## src/design/lowrate_frame_pkg.sv

```systemverilog
// Shared constants, types and the frame check function of the frame formatter
package lowrate_frame_pkg;
  localparam int unsigned CLK_HZ       = 25_000_000;
  localparam int unsigned SYM_RATE_HZ  = 62_500;
  localparam int unsigned SYM_CYCLES   = CLK_HZ / SYM_RATE_HZ;
  localparam int unsigned SYNC_NIBBLES = 4;
  localparam int unsigned AVG_SYMBOLS  = 8;
  localparam int unsigned FIFO_DEPTH   = 4;

  // Register reset values and fields
  localparam logic [15:0] SFD_PATTERN_RST  = 16'ha70f;
  localparam logic [15:0] MODEM_CTRL_0_RST = 16'h0022;
  localparam logic [15:0] MODEM_CTRL_1_RST = 16'h0500;
  localparam int unsigned PRE_LSB          = 0;
  localparam int unsigned PRE_W            = 4;
  localparam logic [3:0]  PRE_DEFAULT      = 4'h2;
  localparam int unsigned AUTO_FCS_BIT     = 5;
  localparam int unsigned CORR_DETECT_THRESHOLD_LSB     = 6;
  localparam int unsigned CORR_DETECT_THRESHOLD_W       = 5;

  localparam logic [3:0]  PRE_SYMBOL  = 4'h0;
  localparam logic [3:0]  IGNORE_NIB  = 4'hf;
  localparam logic [15:0] CRC_INIT    = 16'h0000;
  localparam logic [15:0] CRC_POLY_R  = 16'h8408;
  localparam logic [6:0]  FCS_BYTES   = 7'h02;

  typedef struct packed {
    logic [1:0] src_mode;
    logic [1:0] dst_mode;
    logic       intra_pan;
    logic       ack_req;
    logic       pending;
    logic       security;
    logic [2:0] frame_type;
  } fcf_s;

  typedef enum logic [5:0] {
    TX_IDLE = 6'h01,
    TX_PRE  = 6'h02,
    TX_SFD  = 6'h04,
    TX_LEN  = 6'h08,
    TX_DATA = 6'h10,
    TX_FCS  = 6'h20
  } tx_state_e;

  typedef enum logic [2:0] {
    RX_SEARCH = 3'h1,
    RX_LEN    = 3'h2,
    RX_BODY   = 3'h4
  } rx_state_e;

  // Reflected CRC, bits taken least significant first
  function automatic logic [15:0] crc_byte(input logic [15:0] crc, input logic [7:0] data);
    logic [15:0] c;
    c = crc;
    for (int i = 0; i < 8; i++) begin
      c = (c[0] ^ data[i]) ? ((c >> 1) ^ CRC_POLY_R) : (c >> 1);
    end
    return c;
  endfunction : crc_byte
endpackage : lowrate_frame_pkg

```

## src/design/frame_fifo.sv

```systemverilog
// Small first-in first-out buffer with valid and ready on both sides
module frame_fifo #(
  parameter int unsigned WIDTH = 8,
  parameter int unsigned DEPTH = lowrate_frame_pkg::FIFO_DEPTH
) (
  // Clock and reset
  input  wire logic             ref_clk,
  input  wire logic             rst_n,
  // Fill side
  input  wire logic             in_valid,
  output logic                  in_ready,
  input  wire logic [WIDTH-1:0] in_data,
  // Drain side
  output logic                  out_valid,
  input  wire logic             out_ready,
  output logic      [WIDTH-1:0] out_data
);
  localparam int unsigned AW = (DEPTH > 1) ? $clog2(DEPTH) : 1;

  logic [WIDTH-1:0] mem [DEPTH];
  logic [AW-1:0]    wr_ptr;
  logic [AW-1:0]    rd_ptr;
  logic [AW:0]      count;

  wire push = in_valid && in_ready;
  wire pop  = out_valid && out_ready;
  wire [AW:0] next_count = count + (AW+1)'(push) - (AW+1)'(pop);

  assign out_valid = (count != '0);
  assign out_data  = mem[rd_ptr];

  function automatic logic [AW-1:0] bump(input logic [AW-1:0] p);
    return (p == AW'(DEPTH - 1)) ? '0 : p + 1'b1;
  endfunction : bump

  always_ff @(posedge ref_clk) begin
    if (push) begin
      mem[wr_ptr] <= in_data;
    end
  end

  always_ff @(posedge ref_clk or negedge rst_n) begin
    if (!rst_n) begin
      wr_ptr <= '0;
      rd_ptr <= '0;
      count  <= '0;
      in_ready <= 1'b1;
    end else begin
      if (push) wr_ptr <= bump(wr_ptr);
      if (pop) rd_ptr <= bump(rd_ptr);
      count <= next_count;
      // Registered so the ready seen by the host comes straight from a flop
      in_ready <= (next_count != (AW+1)'(DEPTH));
    end
  end
endmodule : frame_fifo

```

## src/design/lowrate_radio_frame_format.sv

```systemverilog
// Transmit and receive frame formatter of the low-rate radio
// Summary of operation
// Default header is four zero preamble bytes then delimiter 0xa7.
// Synchronisation header always goes out before anything else.
// Preamble length setting affects only transmission, never below default.
// Delimiter comes from the two-byte sfd_pattern register.
// Pattern carries two zero symbols, so preamble alone is six symbols.
// Receive ignores low pattern nibbles equal 0xf, others must match.
// 0xa7ff needs 0,7,a; 0xa70f needs 0,0,7,a; 0xa700 needs 0,0,0,7,a.
// Preamble syncs symbols, delimiter aligns bytes, delimiter never stored.
// Delimiter search runs only while no frame is being received; on hit, received bytes are written out.
// Length counts MPDU bytes, excluding itself, including check bytes.
// Length is seven bits, max 127; transmitted top bit is zero.
// Length drives both directions; transmit flags underflow on missing bytes.
// Host inserts and checks the sequence number; no hardware for it.
// Frame control decoded: type, security, pending, ack, intra-PAN, modes.
// Two check bytes follow payload, computed over MPDU only.
// auto_fcs_en makes hardware generate and check; else the host does.
// Check uses polynomial x16 + x12 + x5 + 1.
// Transmit check held in its own 16-bit register, appended at length end.
// Receive stores averaged 8-symbol signal strength in first check byte.
// Last stored byte bits 6:0 hold 8-symbol average correlation.
// Last stored byte bit 7 is one on check pass, zero on fail.
// Delimiter detection gated by corr_detect_threshold, reset value 20.
// Host writes the length byte first into transmit_buffer.
// Length byte is written to receive_buffer before MPDU bytes.
// Check register starts at zero per frame, bits least significant first.
// Check bytes sent low byte first, right after payload, no gap.
module lowrate_radio_frame_format #(
  parameter int unsigned SYM_CYCLES = lowrate_frame_pkg::SYM_CYCLES,
  parameter int unsigned FIFO_DEPTH = lowrate_frame_pkg::FIFO_DEPTH
) (
  // Clock and reset
  input  wire logic                    ref_clk,
  input  wire logic                    rst_n,
  // Register write ports and readback
  input  wire logic                    sfd_pattern_we,
  input  wire logic                    modem_ctrl_0_we,
  input  wire logic                    modem_ctrl_1_we,
  input  wire logic [15:0]             reg_wdata,
  output logic      [15:0]             sfd_pattern,
  output logic      [15:0]             modem_ctrl_0,
  output logic      [15:0]             modem_ctrl_1,
  // Transmit buffer fill and commands
  input  wire logic                    tx_valid,
  output logic                         tx_ready,
  input  wire logic [7:0]              tx_data,
  input  wire logic                    tx_start,
  input  wire logic                    tx_flush,
  // Transmit symbol stream and status
  output logic      [3:0]              tx_symbol,
  output logic                         tx_symbol_valid,
  output logic                         tx_active,
  output logic                         tx_sfd,
  output logic                         tx_underflow,
  // Receive symbol stream from the demodulator
  input  wire logic                    rx_sym_strobe,
  input  wire logic [3:0]              rx_symbol,
  input  wire logic [7:0]              rx_rssi,
  input  wire logic [6:0]              rx_corr,
  // Receive buffer write port and status
  output logic      [7:0]              rx_byte,
  output logic                         rx_byte_valid,
  output logic                         rx_sfd,
  output logic                         rx_crc_ok,
  output lowrate_frame_pkg::fcf_s      rx_fcf
);
  localparam int unsigned DW = $clog2(SYM_CYCLES);

  // Configuration fields
  wire [3:0] pre_sel  = modem_ctrl_0[lowrate_frame_pkg::PRE_LSB +: lowrate_frame_pkg::PRE_W];
  wire       auto_fcs_en = modem_ctrl_0[lowrate_frame_pkg::AUTO_FCS_BIT];
  wire [4:0] corr_detect_threshold = modem_ctrl_1[lowrate_frame_pkg::CORR_DETECT_THRESHOLD_LSB +: lowrate_frame_pkg::CORR_DETECT_THRESHOLD_W];
  // Short settings would break compliance, so clamp to the default
  wire [3:0] pre_eff  = (pre_sel < lowrate_frame_pkg::PRE_DEFAULT) ? lowrate_frame_pkg::PRE_DEFAULT : pre_sel;
  wire [4:0] pre_last = {pre_eff, 1'b1};

  always_ff @(posedge ref_clk or negedge rst_n) begin
    if (!rst_n) begin
      sfd_pattern  <= lowrate_frame_pkg::SFD_PATTERN_RST;
      modem_ctrl_0 <= lowrate_frame_pkg::MODEM_CTRL_0_RST;
      modem_ctrl_1 <= lowrate_frame_pkg::MODEM_CTRL_1_RST;
    end else begin
      if (sfd_pattern_we) sfd_pattern <= reg_wdata;
      if (modem_ctrl_0_we) modem_ctrl_0 <= reg_wdata;
      if (modem_ctrl_1_we) modem_ctrl_1 <= reg_wdata;
    end
  end

  function automatic logic [6:0] body_len(input logic [6:0] len, input logic fcs);
    if (!fcs) return len;
    return (len >= lowrate_frame_pkg::FCS_BYTES) ? len - lowrate_frame_pkg::FCS_BYTES : 7'h00;
  endfunction : body_len

  // Arrival order: newest symbol in h[3:0], the high nibble of the pattern
  function automatic logic sfd_match(input logic [19:0] h, input logic [15:0] p);
    logic ok;
    logic skip;
    int   zpos;
    ok   = 1'b1;
    skip = 1'b1;
    zpos = 4;
    for (int k = 0; k < 4; k++) begin
      if (skip && p[4*k +: 4] == lowrate_frame_pkg::IGNORE_NIB) begin
        zpos = 3 - k;
      end else begin
        skip = 1'b0;
        if (h[4*(3-k) +: 4] != p[4*k +: 4]) ok = 1'b0;
      end
    end
    if (h[4*zpos +: 4] != lowrate_frame_pkg::PRE_SYMBOL) ok = 1'b0;
    return ok;
  endfunction : sfd_match

  // Symbol rate enable
  logic [DW-1:0] div_cnt;
  logic          sym_tick;

  always_ff @(posedge ref_clk or negedge rst_n) begin
    if (!rst_n) begin
      div_cnt  <= '0;
      sym_tick <= 1'b0;
    end else begin
      sym_tick <= (div_cnt == DW'(SYM_CYCLES - 1));
      div_cnt  <= (div_cnt == DW'(SYM_CYCLES - 1)) ? '0 : div_cnt + 1'b1;
    end
  end

  // Transmit buffer: the formatter only pops when a byte is due, so the host stalls on tx_ready
  logic       fifo_valid;
  logic [7:0] fifo_data;
  logic       fifo_pop;

  frame_fifo #(
    .WIDTH (8),
    .DEPTH (FIFO_DEPTH)
  ) u_tx_buffer (
    .ref_clk   (ref_clk),
    .rst_n     (rst_n),
    .in_valid  (tx_valid),
    .in_ready  (tx_ready),
    .in_data   (tx_data),
    .out_valid (fifo_valid),
    .out_ready (fifo_pop),
    .out_data  (fifo_data)
  );

  lowrate_frame_pkg::tx_state_e tx_state;
  logic [4:0]  pre_cnt;
  logic [1:0]  sfd_idx;
  logic        nib_hi;
  logic [3:0]  hi_nib;
  logic [6:0]  data_left;
  logic        fcs_sel;
  logic        fcs_on;
  logic [15:0] tx_crc;

  wire        need_byte  = sym_tick && !nib_hi && (tx_state == lowrate_frame_pkg::TX_LEN ||
                                                   tx_state == lowrate_frame_pkg::TX_DATA);
  wire        underflow  = need_byte && !fifo_valid;
  assign      fifo_pop   = need_byte && fifo_valid;
  wire [3:0]  sfd_nib    = sfd_pattern[4*sfd_idx +: 4];
  wire [3:0]  sfd_tx_nib = (sfd_nib == lowrate_frame_pkg::IGNORE_NIB) ? lowrate_frame_pkg::PRE_SYMBOL : sfd_nib;
  wire [7:0]  fcs_byte   = fcs_sel ? tx_crc[15:8] : tx_crc[7:0];
  wire [6:0]  first_body = body_len(fifo_data[6:0], fcs_on);
  wire        tx_busy    = (tx_state != lowrate_frame_pkg::TX_IDLE);
  wire        after_body = fcs_on ? 1'b1 : 1'b0;

  always_ff @(posedge ref_clk or negedge rst_n) begin
    if (!rst_n) begin
      tx_state        <= lowrate_frame_pkg::TX_IDLE;
      pre_cnt         <= '0;
      sfd_idx         <= '0;
      nib_hi          <= 1'b0;
      hi_nib          <= '0;
      data_left       <= '0;
      fcs_sel         <= 1'b0;
      fcs_on          <= 1'b0;
      tx_crc          <= lowrate_frame_pkg::CRC_INIT;
      tx_symbol       <= '0;
      tx_symbol_valid <= 1'b0;
      tx_sfd          <= 1'b0;
      tx_underflow    <= 1'b0;
    end else begin
      tx_symbol_valid <= 1'b0;
      // A new underflow wins over a flush in the same cycle
      if (underflow) tx_underflow <= 1'b1;
      else if (tx_flush) tx_underflow <= 1'b0;
      if (!tx_busy && tx_start && !tx_underflow) begin
        tx_state <= lowrate_frame_pkg::TX_PRE;
        pre_cnt  <= '0;
        nib_hi   <= 1'b0;
        fcs_sel  <= 1'b0;
        fcs_on   <= auto_fcs_en;
        tx_crc   <= lowrate_frame_pkg::CRC_INIT;
      end else if (sym_tick && tx_busy) begin
        tx_symbol_valid <= 1'b1;
        case (tx_state)
          lowrate_frame_pkg::TX_PRE: begin
            tx_symbol <= lowrate_frame_pkg::PRE_SYMBOL;
            pre_cnt   <= pre_cnt + 1'b1;
            if (pre_cnt == pre_last) begin
              tx_state <= lowrate_frame_pkg::TX_SFD;
              sfd_idx  <= '0;
            end
          end
          lowrate_frame_pkg::TX_SFD: begin
            tx_symbol <= sfd_tx_nib;
            sfd_idx   <= sfd_idx + 1'b1;
            if (sfd_idx == 2'(lowrate_frame_pkg::SYNC_NIBBLES - 1)) begin
              tx_state <= lowrate_frame_pkg::TX_LEN;
              tx_sfd   <= 1'b1;
            end
          end
          lowrate_frame_pkg::TX_LEN, lowrate_frame_pkg::TX_DATA: begin
            if (!nib_hi) begin
              if (fifo_valid) begin
                tx_symbol <= fifo_data[3:0];
                hi_nib    <= fifo_data[7:4];
                nib_hi    <= 1'b1;
                if (tx_state == lowrate_frame_pkg::TX_LEN) begin
                  hi_nib    <= {1'b0, fifo_data[6:4]};
                  data_left <= first_body;
                end else begin
                  tx_crc <= lowrate_frame_pkg::crc_byte(tx_crc, fifo_data);
                end
              end else begin
                // Frame is cut short; the symbol slot is left silent
                tx_symbol_valid <= 1'b0;
                tx_state        <= lowrate_frame_pkg::TX_IDLE;
                tx_sfd          <= 1'b0;
              end
            end else begin
              tx_symbol <= hi_nib;
              nib_hi    <= 1'b0;
              if (tx_state == lowrate_frame_pkg::TX_DATA) data_left <= data_left - 1'b1;
              if ((tx_state == lowrate_frame_pkg::TX_LEN && data_left == '0) ||
                  (tx_state == lowrate_frame_pkg::TX_DATA && data_left == 7'h01)) begin
                tx_state <= after_body ? lowrate_frame_pkg::TX_FCS : lowrate_frame_pkg::TX_IDLE;
                tx_sfd   <= after_body;
              end else begin
                tx_state <= lowrate_frame_pkg::TX_DATA;
              end
            end
          end
          lowrate_frame_pkg::TX_FCS: begin
            nib_hi <= !nib_hi;
            if (!nib_hi) begin
              tx_symbol <= fcs_byte[3:0];
            end else begin
              tx_symbol <= fcs_byte[7:4];
              fcs_sel   <= 1'b1;
              if (fcs_sel) begin
                tx_state <= lowrate_frame_pkg::TX_IDLE;
                tx_sfd   <= 1'b0;
              end
            end
          end
          default: begin
            tx_state <= lowrate_frame_pkg::TX_IDLE;
          end
        endcase
      end
    end
  end

  always_ff @(posedge ref_clk or negedge rst_n) begin
    if (!rst_n) tx_active <= 1'b0;
    else tx_active <= tx_busy;
  end

  // Receive path
  lowrate_frame_pkg::rx_state_e rx_state;
  logic [15:0] hist;
  logic        rx_nib_hi;
  logic [3:0]  rx_lo;
  logic [6:0]  rx_left;
  logic [1:0]  rx_idx;
  logic [15:0] rx_crc;
  logic [3:0]  avg_cnt;
  logic [10:0] rssi_sum;
  logic [9:0]  corr_sum;
  logic        rx_fcs_on;

  wire        sfd_hit   = rx_sym_strobe && (rx_state == lowrate_frame_pkg::RX_SEARCH) &&
                          sfd_match({hist, rx_symbol}, sfd_pattern) &&
                          ({2'b00, corr_detect_threshold} <= rx_corr);
  wire [7:0]  rx_full   = {rx_symbol, rx_lo};
  wire [15:0] crc_next  = lowrate_frame_pkg::crc_byte(rx_crc, rx_full);
  wire        crc_pass  = (crc_next == 16'h0000);
  wire        avg_take  = (avg_cnt < 4'(lowrate_frame_pkg::AVG_SYMBOLS));
  wire [7:0]  rssi_avg  = rssi_sum[10:3];
  wire [6:0]  corr_avg  = corr_sum[9:3];
  wire [7:0]  body_out  = !rx_fcs_on ? rx_full :
                          (rx_left == lowrate_frame_pkg::FCS_BYTES) ? rssi_avg :
                          (rx_left == 7'h01) ? {crc_pass, corr_avg} : rx_full;
  wire        byte_done = rx_sym_strobe && rx_nib_hi && (rx_state != lowrate_frame_pkg::RX_SEARCH);

  always_ff @(posedge ref_clk or negedge rst_n) begin
    if (!rst_n) begin
      rx_state      <= lowrate_frame_pkg::RX_SEARCH;
      hist          <= '0;
      rx_nib_hi     <= 1'b0;
      rx_lo         <= '0;
      rx_left       <= '0;
      rx_idx        <= '0;
      rx_crc        <= lowrate_frame_pkg::CRC_INIT;
      avg_cnt       <= '0;
      rssi_sum      <= '0;
      corr_sum      <= '0;
      rx_fcs_on     <= 1'b0;
      rx_byte       <= '0;
      rx_byte_valid <= 1'b0;
      rx_sfd        <= 1'b0;
      rx_crc_ok     <= 1'b0;
      rx_fcf        <= '0;
    end else begin
      rx_byte_valid <= 1'b0;
      if (rx_sym_strobe) hist <= {hist[11:0], rx_symbol};
      if (sfd_hit) begin
        // Delimiter itself is consumed here and never written out
        rx_state  <= lowrate_frame_pkg::RX_LEN;
        rx_sfd    <= 1'b1;
        rx_nib_hi <= 1'b0;
        avg_cnt   <= '0;
        rssi_sum  <= '0;
        corr_sum  <= '0;
        rx_idx    <= '0;
        rx_fcs_on <= auto_fcs_en;
        rx_crc    <= lowrate_frame_pkg::CRC_INIT;
      end else if (rx_sym_strobe && rx_state != lowrate_frame_pkg::RX_SEARCH) begin
        if (avg_take) begin
          avg_cnt  <= avg_cnt + 1'b1;
          rssi_sum <= rssi_sum + 11'(rx_rssi);
          corr_sum <= corr_sum + 10'(rx_corr);
        end
        rx_nib_hi <= !rx_nib_hi;
        if (!rx_nib_hi) rx_lo <= rx_symbol;
      end
      if (byte_done) begin
        rx_byte_valid <= 1'b1;
        if (rx_state == lowrate_frame_pkg::RX_LEN) begin
          rx_byte <= rx_full;
          rx_left <= rx_full[6:0];
          if (rx_full[6:0] == '0) begin
            rx_state <= lowrate_frame_pkg::RX_SEARCH;
            rx_sfd   <= 1'b0;
          end else begin
            rx_state <= lowrate_frame_pkg::RX_BODY;
          end
        end else begin
          rx_byte <= body_out;
          rx_crc  <= crc_next;
          rx_left <= rx_left - 1'b1;
          if (rx_idx != 2'h2) rx_idx <= rx_idx + 1'b1;
          if (rx_idx == 2'h0) begin
            {rx_fcf.intra_pan, rx_fcf.ack_req, rx_fcf.pending, rx_fcf.security, rx_fcf.frame_type} <= rx_full[6:0];
          end
          if (rx_idx == 2'h1) begin
            rx_fcf.dst_mode <= rx_full[3:2];
            rx_fcf.src_mode <= rx_full[7:6];
          end
          if (rx_left == 7'h01) begin
            rx_state  <= lowrate_frame_pkg::RX_SEARCH;
            rx_sfd    <= 1'b0;
            rx_crc_ok <= crc_pass;
          end
        end
      end
    end
  end
endmodule : lowrate_radio_frame_format

```

## config.mk

```make
export PLATFORM = sky130hd
export DESIGN_NAME = lowrate_radio_frame_format
export DESIGN_NICKNAME = d
export VERILOG_FILES = /design/src/design/lowrate_frame_pkg.sv /design/src/design/frame_fifo.sv /design/src/design/lowrate_radio_frame_format.sv
export SDC_FILE = /design/constraint.sdc
export NUM_CORES = 1
export LEC_CHECK = 0
export BUFFER_PORTS_ARGS = -buffer_cell sky130_fd_sc_hd__buf_2
export CAP_MARGIN = 10
export CORE_MARGIN = 2
export CORE_UTILIZATION = 50
export CTS_CLUSTER_SIZE = 40
export DETAILED_ROUTE_END_ITERATION = 6
export PLACE_DENSITY_LB_ADDON = 0.1
export REMOVE_ABC_BUFFERS = 1
export SLEW_MARGIN = 0
export SYNTH_ARGS = -nofsm -noshare
export SYNTH_HDL_FRONTEND = slang
export SYNTH_SLANG_ARGS = --single-unit
```

## constraint.sdc

```tcl
create_clock -name ref_clk -period 3.3 [get_ports ref_clk]
set_input_delay 0.495 -clock ref_clk [delete_from_list [all_inputs] [get_ports ref_clk]]
set_output_delay 0.495 -clock ref_clk [all_outputs]
set_load 0.05 [all_outputs]
```

==> results.sh, run 1 <==
export IMPL_outcome="complete, no violations"
export IMPL_gp_congestion=0.871
export IMPL_worst_slew_margin_rel=0.528
export IMPL_p_int_mw=5.54
export IMPL_fin_worst_skew_ns=0.00994
export IMPL_syn_inst=1117
export IMPL_placementRows=57
export IMPL_start_util=0.512
export IMPL_synth_edff_count=32
export IMPL_final_hold_viol_count=0
export IMPL_ys_flop_type="dfrtp_1"
export IMPL_cp_num_buf_inv=2
export IMPL_overflow=0
export IMPL_cts_tree="built"
export IMPL_seq_area_frac_synth=0.505
export IMPL_htreeDepth=1
export IMPL_synth_fa_ha_area_frac=0.0417
export IMPL_synth_area_per_cell_um2=11.2
export IMPL_yosys_warnings=0
export IMPL_cp_data_arrival_time_ns=3.34
export IMPL_numCtsBuffers=27
export IMPL_cts_resized=0
export IMPL_cpMaxStageDelayCell="or3_4"
export IMPL_grt_pass1_wl_mm=48.0
export IMPL_rsz0062_at_grt="no"
export IMPL_drc=0
export IMPL_slew_violations=0
export IMPL_ant_nets=0
export IMPL_cpPeakStageDelay_ns=0.47
export IMPL_ys_ff_latch=246
export IMPL_core_um2=24500
export IMPL_synthArstFlopShare=0.870
export IMPL_min_path_cells=1
export IMPL_peakVddDrop_uv=337
export IMPL_pwr_share_comb=0.138
export IMPL_ios=131
export IMPL_worst_ep_required_time_ns=3.75
export IMPL_die_y_um=162
export IMPL_p_sw_frac=0.267
export IMPL_path_delay_family="simple AND/OR/NAND/NOR gates"
export IMPL_nets=1332
export IMPL_cp_depth=11
export IMPL_maxCapViolCount=0
export IMPL_p_clk_frac=0.405
export IMPL_vias_per_cell=5.77
export IMPL_cts_buffer_depth=3
export IMPL_min_path_type="in -> reg"
export IMPL_synth_area_um2=12500
export IMPL_p_per_area_nw_per_um2=523
export IMPL_critPathKind="reg -> reg"
export IMPL_synth_top_family_by_area="simple AND/OR/NAND/NOR gates"
export IMPL_grt_max_degree=84
export IMPL_numClockSinks=246
export IMPL_first_global_vias=8790
export IMPL_synth_compound_area_frac=0.115
export IMPL_die_w_um=162
export IMPL_clock_latency_ns=0.53
export IMPL_period_minus_slack_ns=2.89
export IMPL_drt_iter0_drc=766
export IMPL_drt_pass1_iterations=4
export IMPL_tightest_slew_ns=0.708
export IMPL_crit_chain="or3_4 -> or3_4 -> nor3_4 -> ha_1 -> inv_1 -> ha_1 -> inv_1 -> fa_1 -> xnor2_1 -> xnor2_1 -> nand3b_1"
export IMPL_leakagePower_nw=6.44
export IMPL_fmax_mhz=345
export IMPL_reg2regPathDepth=11
export IMPL_switching_power_mw=2.02
export IMPL_netlist_cell_type_count=79
export IMPL_yosys_area_share_simple=0.132
export IMPL_setup_tns_ns=0
export IMPL_dieArea_um2=26400
export IMPL_pwr_share_seq=0.457
export IMPL_p_total_mw=7.56
export IMPL_drive_gt1_frac=0.258
export IMPL_finalSetupViolations=0
export IMPL_num_antenna_cells=0
export IMPL_crit_fanout=12
export IMPL_endpoint_kind="register"
export IMPL_hpwl_mm=21.0
export IMPL_io_buffers=130
export IMPL_drt_wirelength_per_cell_um=18.7
export IMPL_grtUsageTotal=0.227
export IMPL_clock_root_buffer="clkbuf_16"
export IMPL_synth_xor_area_frac=0.0629
export IMPL_clkTransAtPathRegs_ns=0.06
export IMPL_synth_mux_area_frac=0.115
export IMPL_routed_wl_mm=29.5
export IMPL_period_share=0.877
export IMPL_vias=9130
export IMPL_area_growth_pct=15.4
export IMPL_start_kind="register"
export IMPL_antenna_found_initial=0
[kinds of logic (layout without fill, tap and decap cells)]
family	after synthesis	after routing
AND/OR/NAND/NOR	318	318
flip-flops	246	246
AO/OA/AOI/OAI	225	225
multiplexers	112	112
XOR/XNOR	90	90
buffers and inverters	86	228
adder cells (fa/ha/maj)	40	40
[power groups by stage]
stage | clock network, mW | registers (mW) | logic [mW]
finish | 3.06 | 3.46 | 1.04
global route | 3.25 | 3.48 | 1.14
CTS | 3.14 | 3.46 | 1.05
detailed placement | 0 | 3.51 | 1.05
global placement | 0 | 3.51 | 1.03
floorplan | 0 | 3.69 | 0.487
[path summary, 6_finish.rpt]
check | start | slack [ns] | to
max | tx_state[2] | 0.41 | u_tx_buffer.in_ready
min | tx_data[6] | 0.19 | u_tx_buffer.mem[0][6]
max reg2reg | tx_state[2] | 0.41 | u_tx_buffer.in_ready
min reg2reg | div_cnt[0] | 0.45 | div_cnt[0]
max in group asynchronous | rst_n | 1.89 | modem_ctrl_1[10]
min in group asynchronous | rst_n | 0.55 | pre_cnt[2]
[layout by cell type, fill, tap and decap left out, types with 9 or more instances in the layout]
master / count
a21oi_1: 45
clkbuf_16: 27
nand3_1: 44
nor3b_1: 13
nand2_1: 94
mux4_2: 13
inv_1: 32
ha_1: 37
edfxtp_1: 32
a22oi_1: 9
xnor2_1: 49
mux2_2: 89
dfstp_2: 16
or3_1: 9
nand4_1: 10
o21ai_0: 63
and3_1: 14
clkbuf_8: 9
buf_4: 13
xor2_1: 41
a21o_1: 13
buf_2: 129
nor2_1: 57
o22ai_1: 25
dfrtp_1: 198
nor3_1: 18
[layer usage]
| metal | vias up | track usage | share of wire |
|---|---|---|---|
| met2 | 249 | 0.348 | 0.44 |
| li1 | 4319 | - | - |
| met5 | - | 0 | 0 |
| met3 | 39 | 0.0339 | 0.058 |
| met1 | 4523 | 0.343 | 0.49 |
| met4 | 0 | 0.0535 | 0.018 |
[stage by stage]
step	area, µm²	cells	hold slack, ns	setup WS, ns	utilization
6_report	14500	1583	0.186	0.406	0.591
5_1_grt	14500	1583	0.165	0.247	0.591
4_1_cts	14500	1583	0.164	0.413	0.591
3_5_place_dp	13500	1534	0.452	0.428	0.553
3_3_place_gp	13500	1534	0.448	0.459	0.553
2_1_floorplan	12300	1064	0.199	0.0494	-
[cell type report]
| class | instances | area, µm² |
|---|---|---|
| tap | 324 | 405 |
| clock buffer | 40 | 818 |
| fill | 2043 | 10000 |
| inverter | 33 | 124 |
| multi-input combinational | 785 | 5850 |
| timing repair buffer | 147 | 828 |
| clock inverter | 8 | 98.8 |
| sequential | 246 | 6340 |
[repair_timing]
item	4_1_cts	5_1_grt
setup buffers	0	0
hold buffers	1	0
endpoints found under the hold margin	33	0
[sequential cells by signal, summed over array words and instances, names as in the netlist, 16 cells and up]
signal,flops
modem_ctrl_0,16
hist,16
modem_ctrl_1,16
tx_crc,16
sfd_pattern,16
rx_crc,16
u_tx_buffer.mem,32
[synth_stat cells, types with 14 or more instances]
master      n  share of area
xor2_1     41          0.029
a21oi_1    45          0.018
xnor2_1    49          0.034
inv_1      32         0.0096
dfrtp_1   198           0.40
mux2_2     89          0.080
nand2_1    94          0.028
clkbuf_1   37          0.011
nor3_1     18         0.0072
ha_1       37          0.037
and3_1     14         0.0070
nor2_1     57          0.017
dfstp_2    16          0.034
o22ai_1    25          0.012
o21ai_0    63          0.025
nand3_1    44          0.018
edfxtp_1   32          0.077
(Power assumes the default switching activity.)
==> run 2: changes to the inputs <==
--- a/config.mk
+++ b/config.mk
@@ -9,6 +9,7 @@
 export CAP_MARGIN = 10
 export CORE_MARGIN = 2
 export CORE_UTILIZATION = 50
+export CTS_BUF_LIST = sky130_fd_sc_hd__clkbuf_2 sky130_fd_sc_hd__clkbuf_4 sky130_fd_sc_hd__clkbuf_8
 export CTS_CLUSTER_SIZE = 40
 export DETAILED_ROUTE_END_ITERATION = 6
 export PLACE_DENSITY_LB_ADDON = 0.1
==> run 2 against run 1 <==
- total power increased by 1.3%
- critical path depth unchanged
- cell area increased by 0.50%
- highest routed layer unchanged
- final cell count increased by 2.0%
==> results.sh, run 2 (synthesis gave the netlist of run 1 again) <==
export IMPL_fin_worst_skew_ns=0.0209
export IMPL_io_buffers=130
export IMPL_p_sw_frac=0.270
export IMPL_ios=131
export IMPL_pwr_share_seq=0.451
export IMPL_numCtsBuffers=44
export IMPL_worst_ep_required_time_ns=3.76
export IMPL_nets=1349
export IMPL_peakVddDrop_uv=286
export IMPL_outcome="complete, no violations"
export IMPL_vias=9151
export IMPL_htreeDepth=2
export IMPL_maxCapViolCount=0
export IMPL_placementRows=57
export IMPL_die_y_um=162
export IMPL_multi_input_area_um2=5850
export IMPL_first_global_vias=8918
export IMPL_clock_latency_ns=0.55
export IMPL_fillCellCount=2055
export IMPL_numClockSinks=246
export IMPL_pwr_share_comb=0.136
export IMPL_cpPeakStageDelay_ns=0.47
export IMPL_grtUsageTotal=0.230
export IMPL_routed_wl_mm=29.6
export IMPL_area_growth_pct=15.9
export IMPL_num_antenna_cells=0
export IMPL_grt_pass1_wl_mm=48.5
export IMPL_drt_wirelength_per_cell_um=18.3
export IMPL_p_clk_frac=0.413
export IMPL_clock_root_buffer="clkbuf_8"
export IMPL_switching_power_mw=2.07
export IMPL_rsz0062_at_grt="no"
export IMPL_finalSetupViolations=0
export IMPL_largest_register="u_tx_buffer.mem"
export IMPL_path_delay_family="simple AND/OR/NAND/NOR gates"
export IMPL_slew_violations=0
export IMPL_leakagePower_nw=6.52
export IMPL_cp_data_arrival_time_ns=3.37
export IMPL_dieArea_um2=26400
export IMPL_crit_fanout=12
export IMPL_die_w_um=162
export IMPL_most_common_layout_cells="198 x dfrtp_1, 129 x buf_2, 94 x nand2_1"
export IMPL_holdWs_ns=0.169
export IMPL_cts_resized=0
export IMPL_fmax_mhz=343
export IMPL_ant_nets=0
export IMPL_overflow=0
export IMPL_endpoint_kind="register"
export IMPL_setup_tns_ns=0
export IMPL_period_minus_slack_ns=2.92
export IMPL_period_share=0.884
export IMPL_tightest_slew_ns=0.695
export IMPL_worst_slew_margin_rel=0.537
export IMPL_drc=0
export IMPL_p_int_mw=5.59
export IMPL_drt_pass1_iterations=5
export IMPL_critPathKind="reg -> reg"
export IMPL_clkTransAtPathRegs_ns=0.06
export IMPL_core_um2=24500
export IMPL_min_path_type="in -> reg"
export IMPL_largest_reg_flops=32
export IMPL_gp_congestion=0.871
export IMPL_cts_tree="built"
export IMPL_seq_area_um2=6340
export IMPL_antenna_found_initial=0
export IMPL_cts_buffer_depth=3
export IMPL_start_kind="register"
export IMPL_cpMaxStageDelayCell="or3_4"
export IMPL_p_total_mw=7.66
export IMPL_start_util=0.512
export IMPL_hpwl_mm=21.0
export IMPL_vias_per_cell=5.67
export IMPL_layout_commonest_cell="dfrtp_1"
export IMPL_grt_max_degree=84
export IMPL_drive_gt1_frac=0.279
export IMPL_cp_num_buf_inv=2
export IMPL_crit_chain="or3_4 -> or3_4 -> nor3_4 -> ha_1 -> inv_1 -> ha_1 -> inv_1 -> fa_1 -> xnor2_1 -> xnor2_1 -> nand3b_1"
export IMPL_final_hold_viol_count=0
export IMPL_drt_iter0_drc=689
export IMPL_p_per_area_nw_per_um2=527
## run 2: final timing paths
path / start / end / slack, ns / cells past startpoint
max: tx_state[2] / u_tx_buffer.in_ready / 0.38 / 11
min: tx_data[6] / u_tx_buffer.mem[3][6] / 0.17 / 1
min in group asynchronous: rst_n / tx_state[5] / 0.54 / 2
min reg2reg: div_cnt[0] / div_cnt[0] / 0.46 / 1
max reg2reg: tx_state[2] / u_tx_buffer.in_ready / 0.38 / 11
max in group asynchronous: rst_n / modem_ctrl_1[10] / 1.90 / 3
## run 2: final cells by class
type	instances	share of cell area
clock buffers	73	0.0605
clock inverters	7	0.00758
inverters	33	0.00852
multi-input cells	785	0.402
flip-flops and latches	246	0.436
well taps	324	0.0279
repair buffers	147	0.0570
## run 2: power groups by stage
stage          logic, mW  registers, mW  clock network (mW)
3_5_place_dp        1.05           3.51                   0
4_1_cts             1.05           3.46                3.24
3_3_place_gp        1.03           3.51                   0
6_report            1.04           3.46                3.16
5_1_grt             1.14           3.49                3.38
2_1_floorplan      0.487           3.69                   0
## run 2: per-layer routing
layer  track usage  part of all wire  wire length [µm]
met2         0.343              0.43             12900
met1         0.345              0.49             14400
met5             0                 0                 0
met4        0.0664             0.020               601
met3        0.0418             0.058              1710
## run 2: timing repair
| item | CTS | global route |
|---|---|---|
| buffers inserted | 0 | 0 |
| hold endpoints to repair | 71 | 0 |
| hold buffers | 1 | 0 |
## run 2: through the flow
step	setup slack (ns)	instances	instance area, µm²	utilization
3_5_place_dp	0.428	1534	13500	0.553
4_1_cts	0.400	1615	14500	0.594
3_3_place_gp	0.459	1534	13500	0.553
2_1_floorplan	0.0494	1064	12300	-
6_report	0.383	1615	14500	0.594
5_1_grt	0.241	1615	14500	0.594
